### src/inc/lvd_pkg.sv
package lvd_pkg;

    // Bus geometry
    localparam int WB_AW = 8;
    localparam int WB_DW = 32;

    // Register byte addresses
    localparam logic [7:0] CTRL_OFS   = 8'h00;
    localparam logic [7:0] LEVEL_OFS  = 8'h04;
    localparam logic [7:0] IRQF_OFS   = 8'h08;
    localparam logic [7:0] MASK_OFS   = 8'h0C;
    localparam logic [7:0] CAUSE_OFS  = 8'h10;
    localparam logic [7:0] SETTLE_OFS = 8'h14;

    // Control register field positions
    localparam int CTRL_FLAG_BIT  = 0;
    localparam int CTRL_MODE_BIT  = 1;
    localparam int CTRL_SPARE_BIT = 4;
    localparam int CTRL_EN_BIT    = 7;

    // Single-bit fields of the other registers, and the width of the level field
    localparam int IRQF_REQ_BIT   = 0;
    localparam int MASK_BIT       = 0;
    localparam int CAUSE_LV_BIT   = 0;
    localparam int SETTLE_BIT     = 0;
    localparam int LEVEL_W        = 4;

    // Values after reset
    localparam logic [LEVEL_W-1:0] LEVEL_RST = 4'h0;
    localparam logic               MASK_RST  = 1'b1;

    // Comparator settle time
    localparam int CLK_FREQ_HZ    = 10_000_000;
    localparam int SETTLE_TIME_US = 200;
    localparam int SETTLE_CYC_I   = (SETTLE_TIME_US * (CLK_FREQ_HZ / 1_000_000) < 1) ? 1 :
                                    SETTLE_TIME_US * (CLK_FREQ_HZ / 1_000_000);
    localparam int SETTLE_W       = 12;
    localparam logic [SETTLE_W-1:0] SETTLE_CYC = SETTLE_CYC_I[SETTLE_W-1:0];

    // Places a byte in the low lane of a bus word
    function automatic logic [WB_DW-1:0] byte_word(input logic [7:0] b);
        return {24'h000000, b};
    endfunction : byte_word

endpackage : lvd_pkg

### src/lvd_sync.sv
`timescale 1ns/10ps
module lvd_sync #(
    parameter int W = 1
) (
    input  wire logic         clk_sys,
    input  wire logic         resetn,
    input  wire logic [W-1:0] async_in,
    output logic      [W-1:0] sync_out
);

    logic [W-1:0] meta_reg;

    // Two-stage synchroniser; first stage feeds only the second
    always_ff @(posedge clk_sys or negedge resetn) begin
        if (!resetn) begin
            meta_reg <= '0;
            sync_out <= '0;
        end else begin
            meta_reg <= async_in;
            sync_out <= meta_reg;
        end
    end

endmodule : lvd_sync

### src/lvd_wb_slave.sv
`timescale 1ns/10ps
module lvd_wb_slave
    import lvd_pkg::*;
(
    input  wire logic             clk_sys,
    input  wire logic             resetn,
    input  wire logic             wb_cyc_i,
    input  wire logic             wb_stb_i,
    input  wire logic             wb_we_i,
    input  wire logic [3:0]       wb_sel_i,
    input  wire logic [WB_DW-1:0] rd_data,
    output logic                  wb_ack_o,
    output logic      [WB_DW-1:0] wb_dat_o,
    output logic                  wr_en
);

    logic req;

    // New request: strobe seen and not yet answered
    assign req   = wb_cyc_i & wb_stb_i & ~wb_ack_o;
    // Write lands at the edge where the master samples ack
    assign wr_en = wb_ack_o & wb_cyc_i & wb_stb_i & wb_we_i & wb_sel_i[0];

    // Ack one cycle after the request, dropped in the next
    always_ff @(posedge clk_sys or negedge resetn) begin
        if (!resetn) begin
            wb_ack_o <= 1'b0;
        end else begin
            wb_ack_o <= req;
        end
    end

    // Read data captured with the request
    always_ff @(posedge clk_sys or negedge resetn) begin
        if (!resetn) begin
            wb_dat_o <= '0;
        end else if (req) begin
            wb_dat_o <= wb_we_i ? '0 : rd_data;
        end
    end

endmodule : lvd_wb_slave

### src/lvd_ctrl.sv
// Behaviour
// Reset mode: internal reset asserted while supply is below level.
// Interrupt mode: interrupt request raised while supply is below level.
// Software masks, selects level, enables, waits, checks flag, then sets reset mode.
// Unmasked interrupt may fire right after enable; software must mask first.
// Setting reset mode with supply above level gives no reset.
// Reset mode stops by writing zero, or clearing mode then enable.
// Interrupt mode stops by writing zero, or clearing enable alone.
// External reset sets the interrupt mask to one.
// Interrupt start: same first steps, clear request, unmask, enable globally.
// Low-voltage reset cause lives in bit 0 of the cause register.
// Software picks level with four low bits of level register before enable.
// Supply hovering near level may reset repeatedly; logic tolerates that.
// Software waits out supply fluctuation with a timer after reset.
// Handler checks flag, clears request bit 0, re-enables interrupts.
// Long fluctuation: software waits and checks flag before enabling interrupts.
// Interrupt request equals flag only while enabled and in interrupt mode.
// Enable and mode bits cleared by every reset except the low-voltage one.
// Low-voltage reset sets the reset cause flag.
// Comparator output passes two flip-flops before any use.
//
// The implementer's own choices: the placing of the registers and the Wishbone slave port.
`timescale 1ns/10ps
module lvd_ctrl
    import lvd_pkg::*;
(
    input  wire logic               clk_sys,
    input  wire logic               resetn,
    input  wire logic               sys_reset_req,
    input  wire logic               below_level_async,
    output logic                    comp_enable,
    output logic      [LEVEL_W-1:0] level_code,
    output logic                    lv_reset,
    output logic                    irq,
    input  wire logic [WB_AW-1:0]   wb_adr_i,
    input  wire logic [WB_DW-1:0]   wb_dat_i,
    input  wire logic [3:0]         wb_sel_i,
    input  wire logic               wb_we_i,
    input  wire logic               wb_cyc_i,
    input  wire logic               wb_stb_i,
    output logic      [WB_DW-1:0]   wb_dat_o,
    output logic                    wb_ack_o
);

    // Register state
    logic                 enable_reg;
    logic                 mode_reg;
    logic                 spare_reg;
    logic [LEVEL_W-1:0]   level_reg;
    logic                 mask_reg;
    logic                 irq_req_reg;
    logic                 cause_reg;
    logic                 src_prev_reg;
    logic                 lv_reset_reg;
    logic                 irq_reg;
    logic [SETTLE_W-1:0]  settle_cnt_reg;

    // Next values
    logic                 enable_next;
    logic                 mode_next;
    logic                 spare_next;
    logic [LEVEL_W-1:0]   level_next;
    logic                 mask_next;
    logic                 irq_req_next;
    logic                 cause_next;
    logic [SETTLE_W-1:0]  settle_cnt_next;

    // Datapath wires
    logic                 below_sync;
    logic                 flag;
    logic                 irq_src;
    logic                 irq_rise;
    logic                 reset_cond;
    logic                 settled;
    logic                 wr_en;
    logic                 wr_ok;
    logic [7:0]           wbyte;
    logic [WB_DW-1:0]     rd_data;
    logic                 ctl_clear;
    logic                 irq_next;
    logic                 lv_reset_next;

    // Read word of each register
    logic [WB_DW-1:0]     ctrl_rd;
    logic [WB_DW-1:0]     level_rd;
    logic [WB_DW-1:0]     irqf_rd;
    logic [WB_DW-1:0]     mask_rd;
    logic [WB_DW-1:0]     cause_rd;
    logic [WB_DW-1:0]     settle_rd;

    // Address decode
    logic                 hit_ctrl;
    logic                 hit_level;
    logic                 hit_irqf;
    logic                 hit_mask;
    logic                 hit_cause;
    logic                 hit_settle;

    // Write strobes per register
    logic                 wr_ctrl;
    logic                 wr_level;
    logic                 wr_irqf;
    logic                 wr_mask;
    logic                 wr_cause;

    // Register bit after a possible software write
    function automatic logic bit_wr(input logic wr, input logic new_v, input logic cur);
        return wr ? new_v : cur;
    endfunction : bit_wr

    // Next value of a sticky bit: a set event wins over a write-one clear
    function automatic logic sticky_next(input logic set_ev, input logic cur, input logic clr);
        return set_ev | (cur & ~clr);
    endfunction : sticky_next

    // Comparator result brought onto clk_sys
    lvd_sync #(
        .W        (1)
    ) u_sync (
        .clk_sys  (clk_sys),
        .resetn   (resetn),
        .async_in (below_level_async),
        .sync_out (below_sync)
    );

    // Bus slave: ack timing and read capture
    lvd_wb_slave u_wb (
        .clk_sys  (clk_sys),
        .resetn   (resetn),
        .wb_cyc_i (wb_cyc_i),
        .wb_stb_i (wb_stb_i),
        .wb_we_i  (wb_we_i),
        .wb_sel_i (wb_sel_i),
        .rd_data  (rd_data),
        .wb_ack_o (wb_ack_o),
        .wb_dat_o (wb_dat_o),
        .wr_en    (wr_en)
    );

    // Detection flag reads zero while the detector is off
    assign flag       = below_sync & enable_reg;

    // Reset request only in reset mode and below level
    assign reset_cond = flag & mode_reg;

    // Interrupt source follows flag only in interrupt mode
    assign irq_src    = flag & ~mode_reg;
    assign irq_rise   = irq_src & ~src_prev_reg;

    // Comparator has had its settle time since enable
    assign settled    = (settle_cnt_reg == SETTLE_CYC);

    // Address decode; unmapped addresses hit nothing
    always_comb begin
        hit_ctrl   = 1'b0;
        hit_level  = 1'b0;
        hit_irqf   = 1'b0;
        hit_mask   = 1'b0;
        hit_cause  = 1'b0;
        hit_settle = 1'b0;
        if (wb_adr_i == CTRL_OFS) begin
            hit_ctrl = 1'b1;
        end else if (wb_adr_i == LEVEL_OFS) begin
            hit_level = 1'b1;
        end else if (wb_adr_i == IRQF_OFS) begin
            hit_irqf = 1'b1;
        end else if (wb_adr_i == MASK_OFS) begin
            hit_mask = 1'b1;
        end else if (wb_adr_i == CAUSE_OFS) begin
            hit_cause = 1'b1;
        end else if (wb_adr_i == SETTLE_OFS) begin
            hit_settle = 1'b1;
        end
    end

    // Writes are dropped while the chip sits in low-voltage reset
    assign wr_ok      = wr_en & ~lv_reset_reg;
    assign wbyte      = wb_dat_i[7:0];
    assign wr_ctrl    = wr_ok & hit_ctrl;
    assign wr_level   = wr_ok & hit_level;
    assign wr_irqf    = wr_ok & hit_irqf;
    assign wr_mask    = wr_ok & hit_mask;
    assign wr_cause   = wr_ok & hit_cause;

    // Read words; bits 31:8 read zero
    assign ctrl_rd   = byte_word({enable_reg, 2'b00, spare_reg, 2'b00, mode_reg, flag});
    assign level_rd  = byte_word({4'h0, level_reg});
    assign irqf_rd   = byte_word({7'h00, irq_req_reg});
    assign mask_rd   = byte_word({7'h00, mask_reg});
    assign cause_rd  = byte_word({7'h00, cause_reg});
    assign settle_rd = byte_word({7'h00, settled});

    // Read select; unmapped addresses read zero
    always_comb begin
        rd_data = '0;
        if (hit_ctrl) begin
            rd_data = ctrl_rd;
        end else if (hit_level) begin
            rd_data = level_rd;
        end else if (hit_irqf) begin
            rd_data = irqf_rd;
        end else if (hit_mask) begin
            rd_data = mask_rd;
        end else if (hit_cause) begin
            rd_data = cause_rd;
        end else if (hit_settle) begin
            rd_data = settle_rd;
        end
    end

    // Control bits: whole-byte writes can clear mode and enable together
    assign enable_next = bit_wr(wr_ctrl, wbyte[CTRL_EN_BIT], enable_reg);
    assign mode_next   = bit_wr(wr_ctrl, wbyte[CTRL_MODE_BIT], mode_reg);
    assign spare_next  = bit_wr(wr_ctrl, wbyte[CTRL_SPARE_BIT], spare_reg);

    // Level code: only the four low bits are kept
    assign level_next  = wr_level ? wbyte[LEVEL_W-1:0] : level_reg;

    // Mask written by software
    assign mask_next   = bit_wr(wr_mask, wbyte[MASK_BIT], mask_reg);

    // Sticky request: a new event wins over a write-one clear
    assign irq_req_next = sticky_next(irq_rise, irq_req_reg,
                                      wr_irqf & wbyte[IRQF_REQ_BIT]);

    // Cause flag: set while low-voltage reset is active, set wins over clear
    assign cause_next  = sticky_next(reset_cond | lv_reset_reg, cause_reg,
                                     wr_cause & wbyte[CAUSE_LV_BIT]);

    // Interrupt logic is cleared by every reset, the low-voltage one included
    assign ctl_clear   = sys_reset_req | lv_reset_reg;

    // Interrupt output: unmasked request, quiet during any reset
    assign irq_next    = irq_req_next & ~mask_next & ~ctl_clear;

    // Internal reset request each cycle; repeats freely while supply hovers
    assign lv_reset_next = reset_cond;

    // Settle counter runs from enable and saturates
    assign settle_cnt_next = !enable_reg ? '0 :
                             settled     ? settle_cnt_reg :
                             settle_cnt_reg + 1'b1;

    // Enable and mode survive the low-voltage reset only
    always_ff @(posedge clk_sys or negedge resetn) begin
        if (!resetn) begin
            enable_reg <= 1'b0;
            mode_reg   <= 1'b0;
            spare_reg  <= 1'b0;
        end else if (sys_reset_req) begin
            enable_reg <= 1'b0;
            mode_reg   <= 1'b0;
            spare_reg  <= 1'b0;
        end else begin
            enable_reg <= enable_next;
            mode_reg   <= mode_next;
            spare_reg  <= spare_next;
        end
    end

    // Level code, kept across low-voltage reset
    always_ff @(posedge clk_sys or negedge resetn) begin
        if (!resetn) begin
            level_reg <= LEVEL_RST;
        end else if (sys_reset_req) begin
            level_reg <= LEVEL_RST;
        end else begin
            level_reg <= level_next;
        end
    end

    // Interrupt mask: every reset forces it on
    always_ff @(posedge clk_sys or negedge resetn) begin
        if (!resetn) begin
            mask_reg <= MASK_RST;
        end else if (ctl_clear) begin
            mask_reg <= MASK_RST;
        end else begin
            mask_reg <= mask_next;
        end
    end

    // Interrupt request flag
    always_ff @(posedge clk_sys or negedge resetn) begin
        if (!resetn) begin
            irq_req_reg  <= 1'b0;
            src_prev_reg <= 1'b0;
        end else if (ctl_clear) begin
            irq_req_reg  <= 1'b0;
            src_prev_reg <= 1'b0;
        end else begin
            irq_req_reg  <= irq_req_next;
            src_prev_reg <= irq_src;
        end
    end

    // Reset cause, cleared only by external reset or software
    always_ff @(posedge clk_sys or negedge resetn) begin
        if (!resetn) begin
            cause_reg <= 1'b0;
        end else begin
            cause_reg <= cause_next;
        end
    end

    // Internal reset follows the comparator each cycle, so repeated
    // entry and release needs no extra state
    always_ff @(posedge clk_sys or negedge resetn) begin
        if (!resetn) begin
            lv_reset_reg <= 1'b0;
        end else if (sys_reset_req) begin
            lv_reset_reg <= 1'b0;
        end else begin
            lv_reset_reg <= lv_reset_next;
        end
    end

    // Interrupt output: unmasked request
    always_ff @(posedge clk_sys or negedge resetn) begin
        if (!resetn) begin
            irq_reg <= 1'b0;
        end else begin
            irq_reg <= irq_next;
        end
    end

    // Settle counter
    always_ff @(posedge clk_sys or negedge resetn) begin
        if (!resetn) begin
            settle_cnt_reg <= '0;
        end else if (sys_reset_req) begin
            settle_cnt_reg <= '0;
        end else begin
            settle_cnt_reg <= settle_cnt_next;
        end
    end

    // Outputs to comparator and system
    assign comp_enable = enable_reg;
    assign level_code  = level_reg;
    assign lv_reset    = lv_reset_reg;
    assign irq         = irq_reg;

endmodule : lvd_ctrl

### config.mk
export PLATFORM = sky130hd
export DESIGN_NAME = lvd_ctrl
export DESIGN_NICKNAME = d
export VERILOG_FILES = /design/src/inc/lvd_pkg.sv /design/src/lvd_sync.sv /design/src/lvd_wb_slave.sv /design/src/lvd_ctrl.sv
export SDC_FILE = /design/constraint.sdc
export NUM_CORES = 1
export LEC_CHECK = 0
export BUFFER_PORTS_ARGS = -buffer_cell sky130_fd_sc_hd__buf_4
export CAP_MARGIN = 5
export CORE_UTILIZATION = 52
export DETAILED_ROUTE_END_ITERATION = 8
export GPL_ROUTABILITY_DRIVEN = 0
export GPL_TIMING_DRIVEN = 0
export PLACE_DENSITY_LB_ADDON = 0.3
export SYNTH_ARGS = -nofsm -noshare
export SYNTH_HDL_FRONTEND = slang
export SYNTH_HIERARCHICAL = 1
export SYNTH_SLANG_ARGS = --single-unit
### constraint.sdc
create_clock -name clk_sys -period 2.7 [get_ports clk_sys]
set_clock_uncertainty 0.2 [all_clocks]
set_input_delay 0.27 -clock clk_sys [delete_from_list [all_inputs] [get_ports clk_sys]]
set_output_delay 0.27 -clock clk_sys [all_outputs]
set_load 0.02 [all_outputs]
==> impl_metrics.env <==
export IMPL_outcome="finished clean"
export IMPL_yosysSeqAreaShare_pct=50.21
export IMPL_crit_type="flip-flop to flip-flop"
export IMPL_worst_slew_pin_transition_ps=733.2
export IMPL_final_cell_area_mm2=0.003909
export IMPL_grt_pass1_wl_um=9777
export IMPL_startpoint_type="flip-flop"
export IMPL_synth_area_per_cell_um2=11.97
export IMPL_yosysMostFrequentCell="dfrtp_1"
export IMPL_synth_common_cells="dfrtp_1 (59), nor2b_1 (34), mux2_4 (29)"
export IMPL_hpwl_um=4034
export IMPL_htreeDepth=3
export IMPL_clock_latency_ps=330
export IMPL_firstDrtPassIters=4
export IMPL_grt_usage_pct=21.24
export IMPL_ys_ff_latch=60
export IMPL_n_fill_cell=415
export IMPL_endpoint_kind="flip-flop"
export IMPL_path_clk_slew_ps=70
export IMPL_drc_errors=0
export IMPL_viasPerCell=4.883
export IMPL_grt_overflow_total=0
export IMPL_fp_dieW_um=77.87
export IMPL_synth_ff_type="dfrtp_1"
export IMPL_ios=91
export IMPL_die_h_um=77.87
export IMPL_p_per_area_mw_per_mm2=574.3
export IMPL_row_count=27
export IMPL_wirelength_um=5739
export IMPL_drive_above_1_share_pct=31.93
export IMPL_crit_fanout=4
export IMPL_yosys_area_top_type_share_pct=49.33
export IMPL_yosys_warnings=6
export IMPL_async_flop_share_pct=100.0
export IMPL_intPower_w=0.001698
export IMPL_wire_per_inst_um=13.38
export IMPL_root_buffer="clkbuf_8"
export IMPL_worst_ep_arrival_time_ps=2300
export IMPL_maxSlewViolCount=0
export IMPL_period_minus_slack_ps=2224
export IMPL_synth_cells=250
export IMPL_largest_register_ffs=32
export IMPL_grt_max_degree=61
export IMPL_portBuffers=58
export IMPL_p_comb_share_pct=16.8
export IMPL_multi_input_area_mm2=0.001465
export IMPL_ant_nets=0
export IMPL_synth_cell_types=41
export IMPL_cap_viol_max_count=0
export IMPL_min_path_type="input port to flip-flop"
export IMPL_setup_viol=0
export IMPL_pwr_share_seq_pct=44.3
export IMPL_antenna_found_initial=0
export IMPL_power_share_clock_pct=39.0
export IMPL_grt_pass1_vias=2056
export IMPL_synth_edff_count=0
export IMPL_initial_core_util_pct=54.02
export IMPL_area_delta_synth_final_pct=30.60
export IMPL_peakVddDrop_mv=0.3638
export IMPL_period_share_pct=82.36
export IMPL_numCtsBuffers=9
export IMPL_power_leakage_nw=1.940
export IMPL_yosys_area_top_type="dfrtp_1"
export IMPL_switching_share_pct=24.34
export IMPL_core_area_mm2=0.005540
export IMPL_ff_latch_area_mm2=0.001503
export IMPL_syn_area_mm2=0.002993
export IMPL_drtIter0Drc=75
export IMPL_slew_headroom_pct=51.12
export IMPL_vias=2095
export IMPL_cts_setup_buffers=0
export IMPL_fmax_mhz=449.7
export IMPL_fin_nets=405
export IMPL_cts_tree="done"
export IMPL_finalHoldViolCount=0
export IMPL_rsz0062_at_grt="no"
export IMPL_netlist_top_cells_area="dfrtp_1 (49%), mux2_4 (15%), nor2b_1 (7.1%)"
export IMPL_design_die_area_mm2=0.006063
export IMPL_crit_required_ps=2770
export IMPL_tns_ps=0
export IMPL_antenna_cells=0
export IMPL_placed_cell_area_mm2=0.003612
export IMPL_clock_sinks=60
export IMPL_switching_power_w=0.0005464
export IMPL_cts_path_max_buffers=2
-- layout by cell type, fill, tap and decap left out, types with 5 or more instances in the layout --
cell / instances
nor3_1: 5
dfrtp_1: 59
and3_1: 6
dlygate4sd3_1: 8
clkbuf_8: 10
nand2_1: 10
nor2_1: 22
mux2_4: 29
nand3_1: 9
buf_4: 58
clkbuf_1: 8
mux2i_1: 10
xor2_1: 6
conb_1: 26
nor2b_1: 34
-- critical path, stage by stage (launching register included) --
cell and delay (ps):
dfrtp_1 420, inv_1 80, ha_1 140, nor4b_1 240, nand4_1 290, a221o_1 360, a21oi_1 140, nor2b_1 140
mux2_4 150
-- routing by layer --
metal	up-vias	GRT usage [%]	wire (µm)
li1	1038	-	-
met1	997	26.98	2619
met2	51	33.98	2738
met3	9	5.412	278
met4	0	9.623	103
met5	-	0	0
-- cell type report --
cell class	instances	area share [%]
sequential	60	38.44
tap	72	2.305
inverter	3	0.2881
buffer	13	2.753
multi-input combinational	199	37.48
clock inverter	5	1.921
clock buffer	11	3.617
timing repair buffer	66	13.19
-- timing repair --
item / CTS / global route
hold buffers: 8 / 0
hold endpoints to repair: 67 / 0
gates resized for setup: 0 / 0
-- stage by stage --
| stage | setup slack (ps) | power, W | std cells | hold WS, ps | utilization (%) |
|---|---|---|---|---|---|
| 5_1_grt | 327.9 | 0.002342 | 429 | 48.51 | 70.55 |
| 4_1_cts | 482.4 | 0.002266 | 429 | 15.78 | 70.55 |
| 3_5_place_dp | 343.2 | 0.001377 | 405 | 137.0 | 65.20 |
| 2_1_floorplan | 742.0 | 0.001222 | 275 | -225.6 | - |
| 3_3_place_gp | 445.7 | 0.001371 | 405 | 133.9 | 65.20 |
| 6_report | 476.3 | 0.002245 | 429 | 32.72 | 70.55 |
-- power groups by stage --
stage,combinational [W],sequential (W),clock [W]
2_1_floorplan,0.000145,0.00108,0
3_3_place_gp,0.000364,0.00101,0
3_5_place_dp,0.000369,0.00101,0
4_1_cts,0.000378,0.000994,0.000894
5_1_grt,0.000403,0.00100,0.000938
6_report,0.000376,0.000994,0.000875
-- logic make-up after synthesis --
logic type,share of synthesized area [%]
simple gates,20.65
compound gates,2.550
mux,19.02
fa+ha+maj,0.8360
xor+xnor,2.634
flops,50.21
other cells,0.1253
buf+inv,3.972
-- path summary, 6_finish.rpt --
path | cells after the start | start | endpoint | slack, ps
setup / recovery | 8 | settle_cnt_reg[0] | u_wb/wb_dat_o[0] | 480
hold / removal | 3 | wb_adr_i[6] | cause_reg | 30
setup reg to reg | 8 | settle_cnt_reg[0] | u_wb/wb_dat_o[0] | 480
hold reg to reg | 0 | u_sync/meta_reg | u_sync/sync_out | 150
max in group asynchronous | 2 | resetn | settle_cnt_reg[9] | 1450
min in group asynchronous | 2 | resetn | u_wb/wb_dat_o[3] | 350
Power figures use the tool's default switching activity.
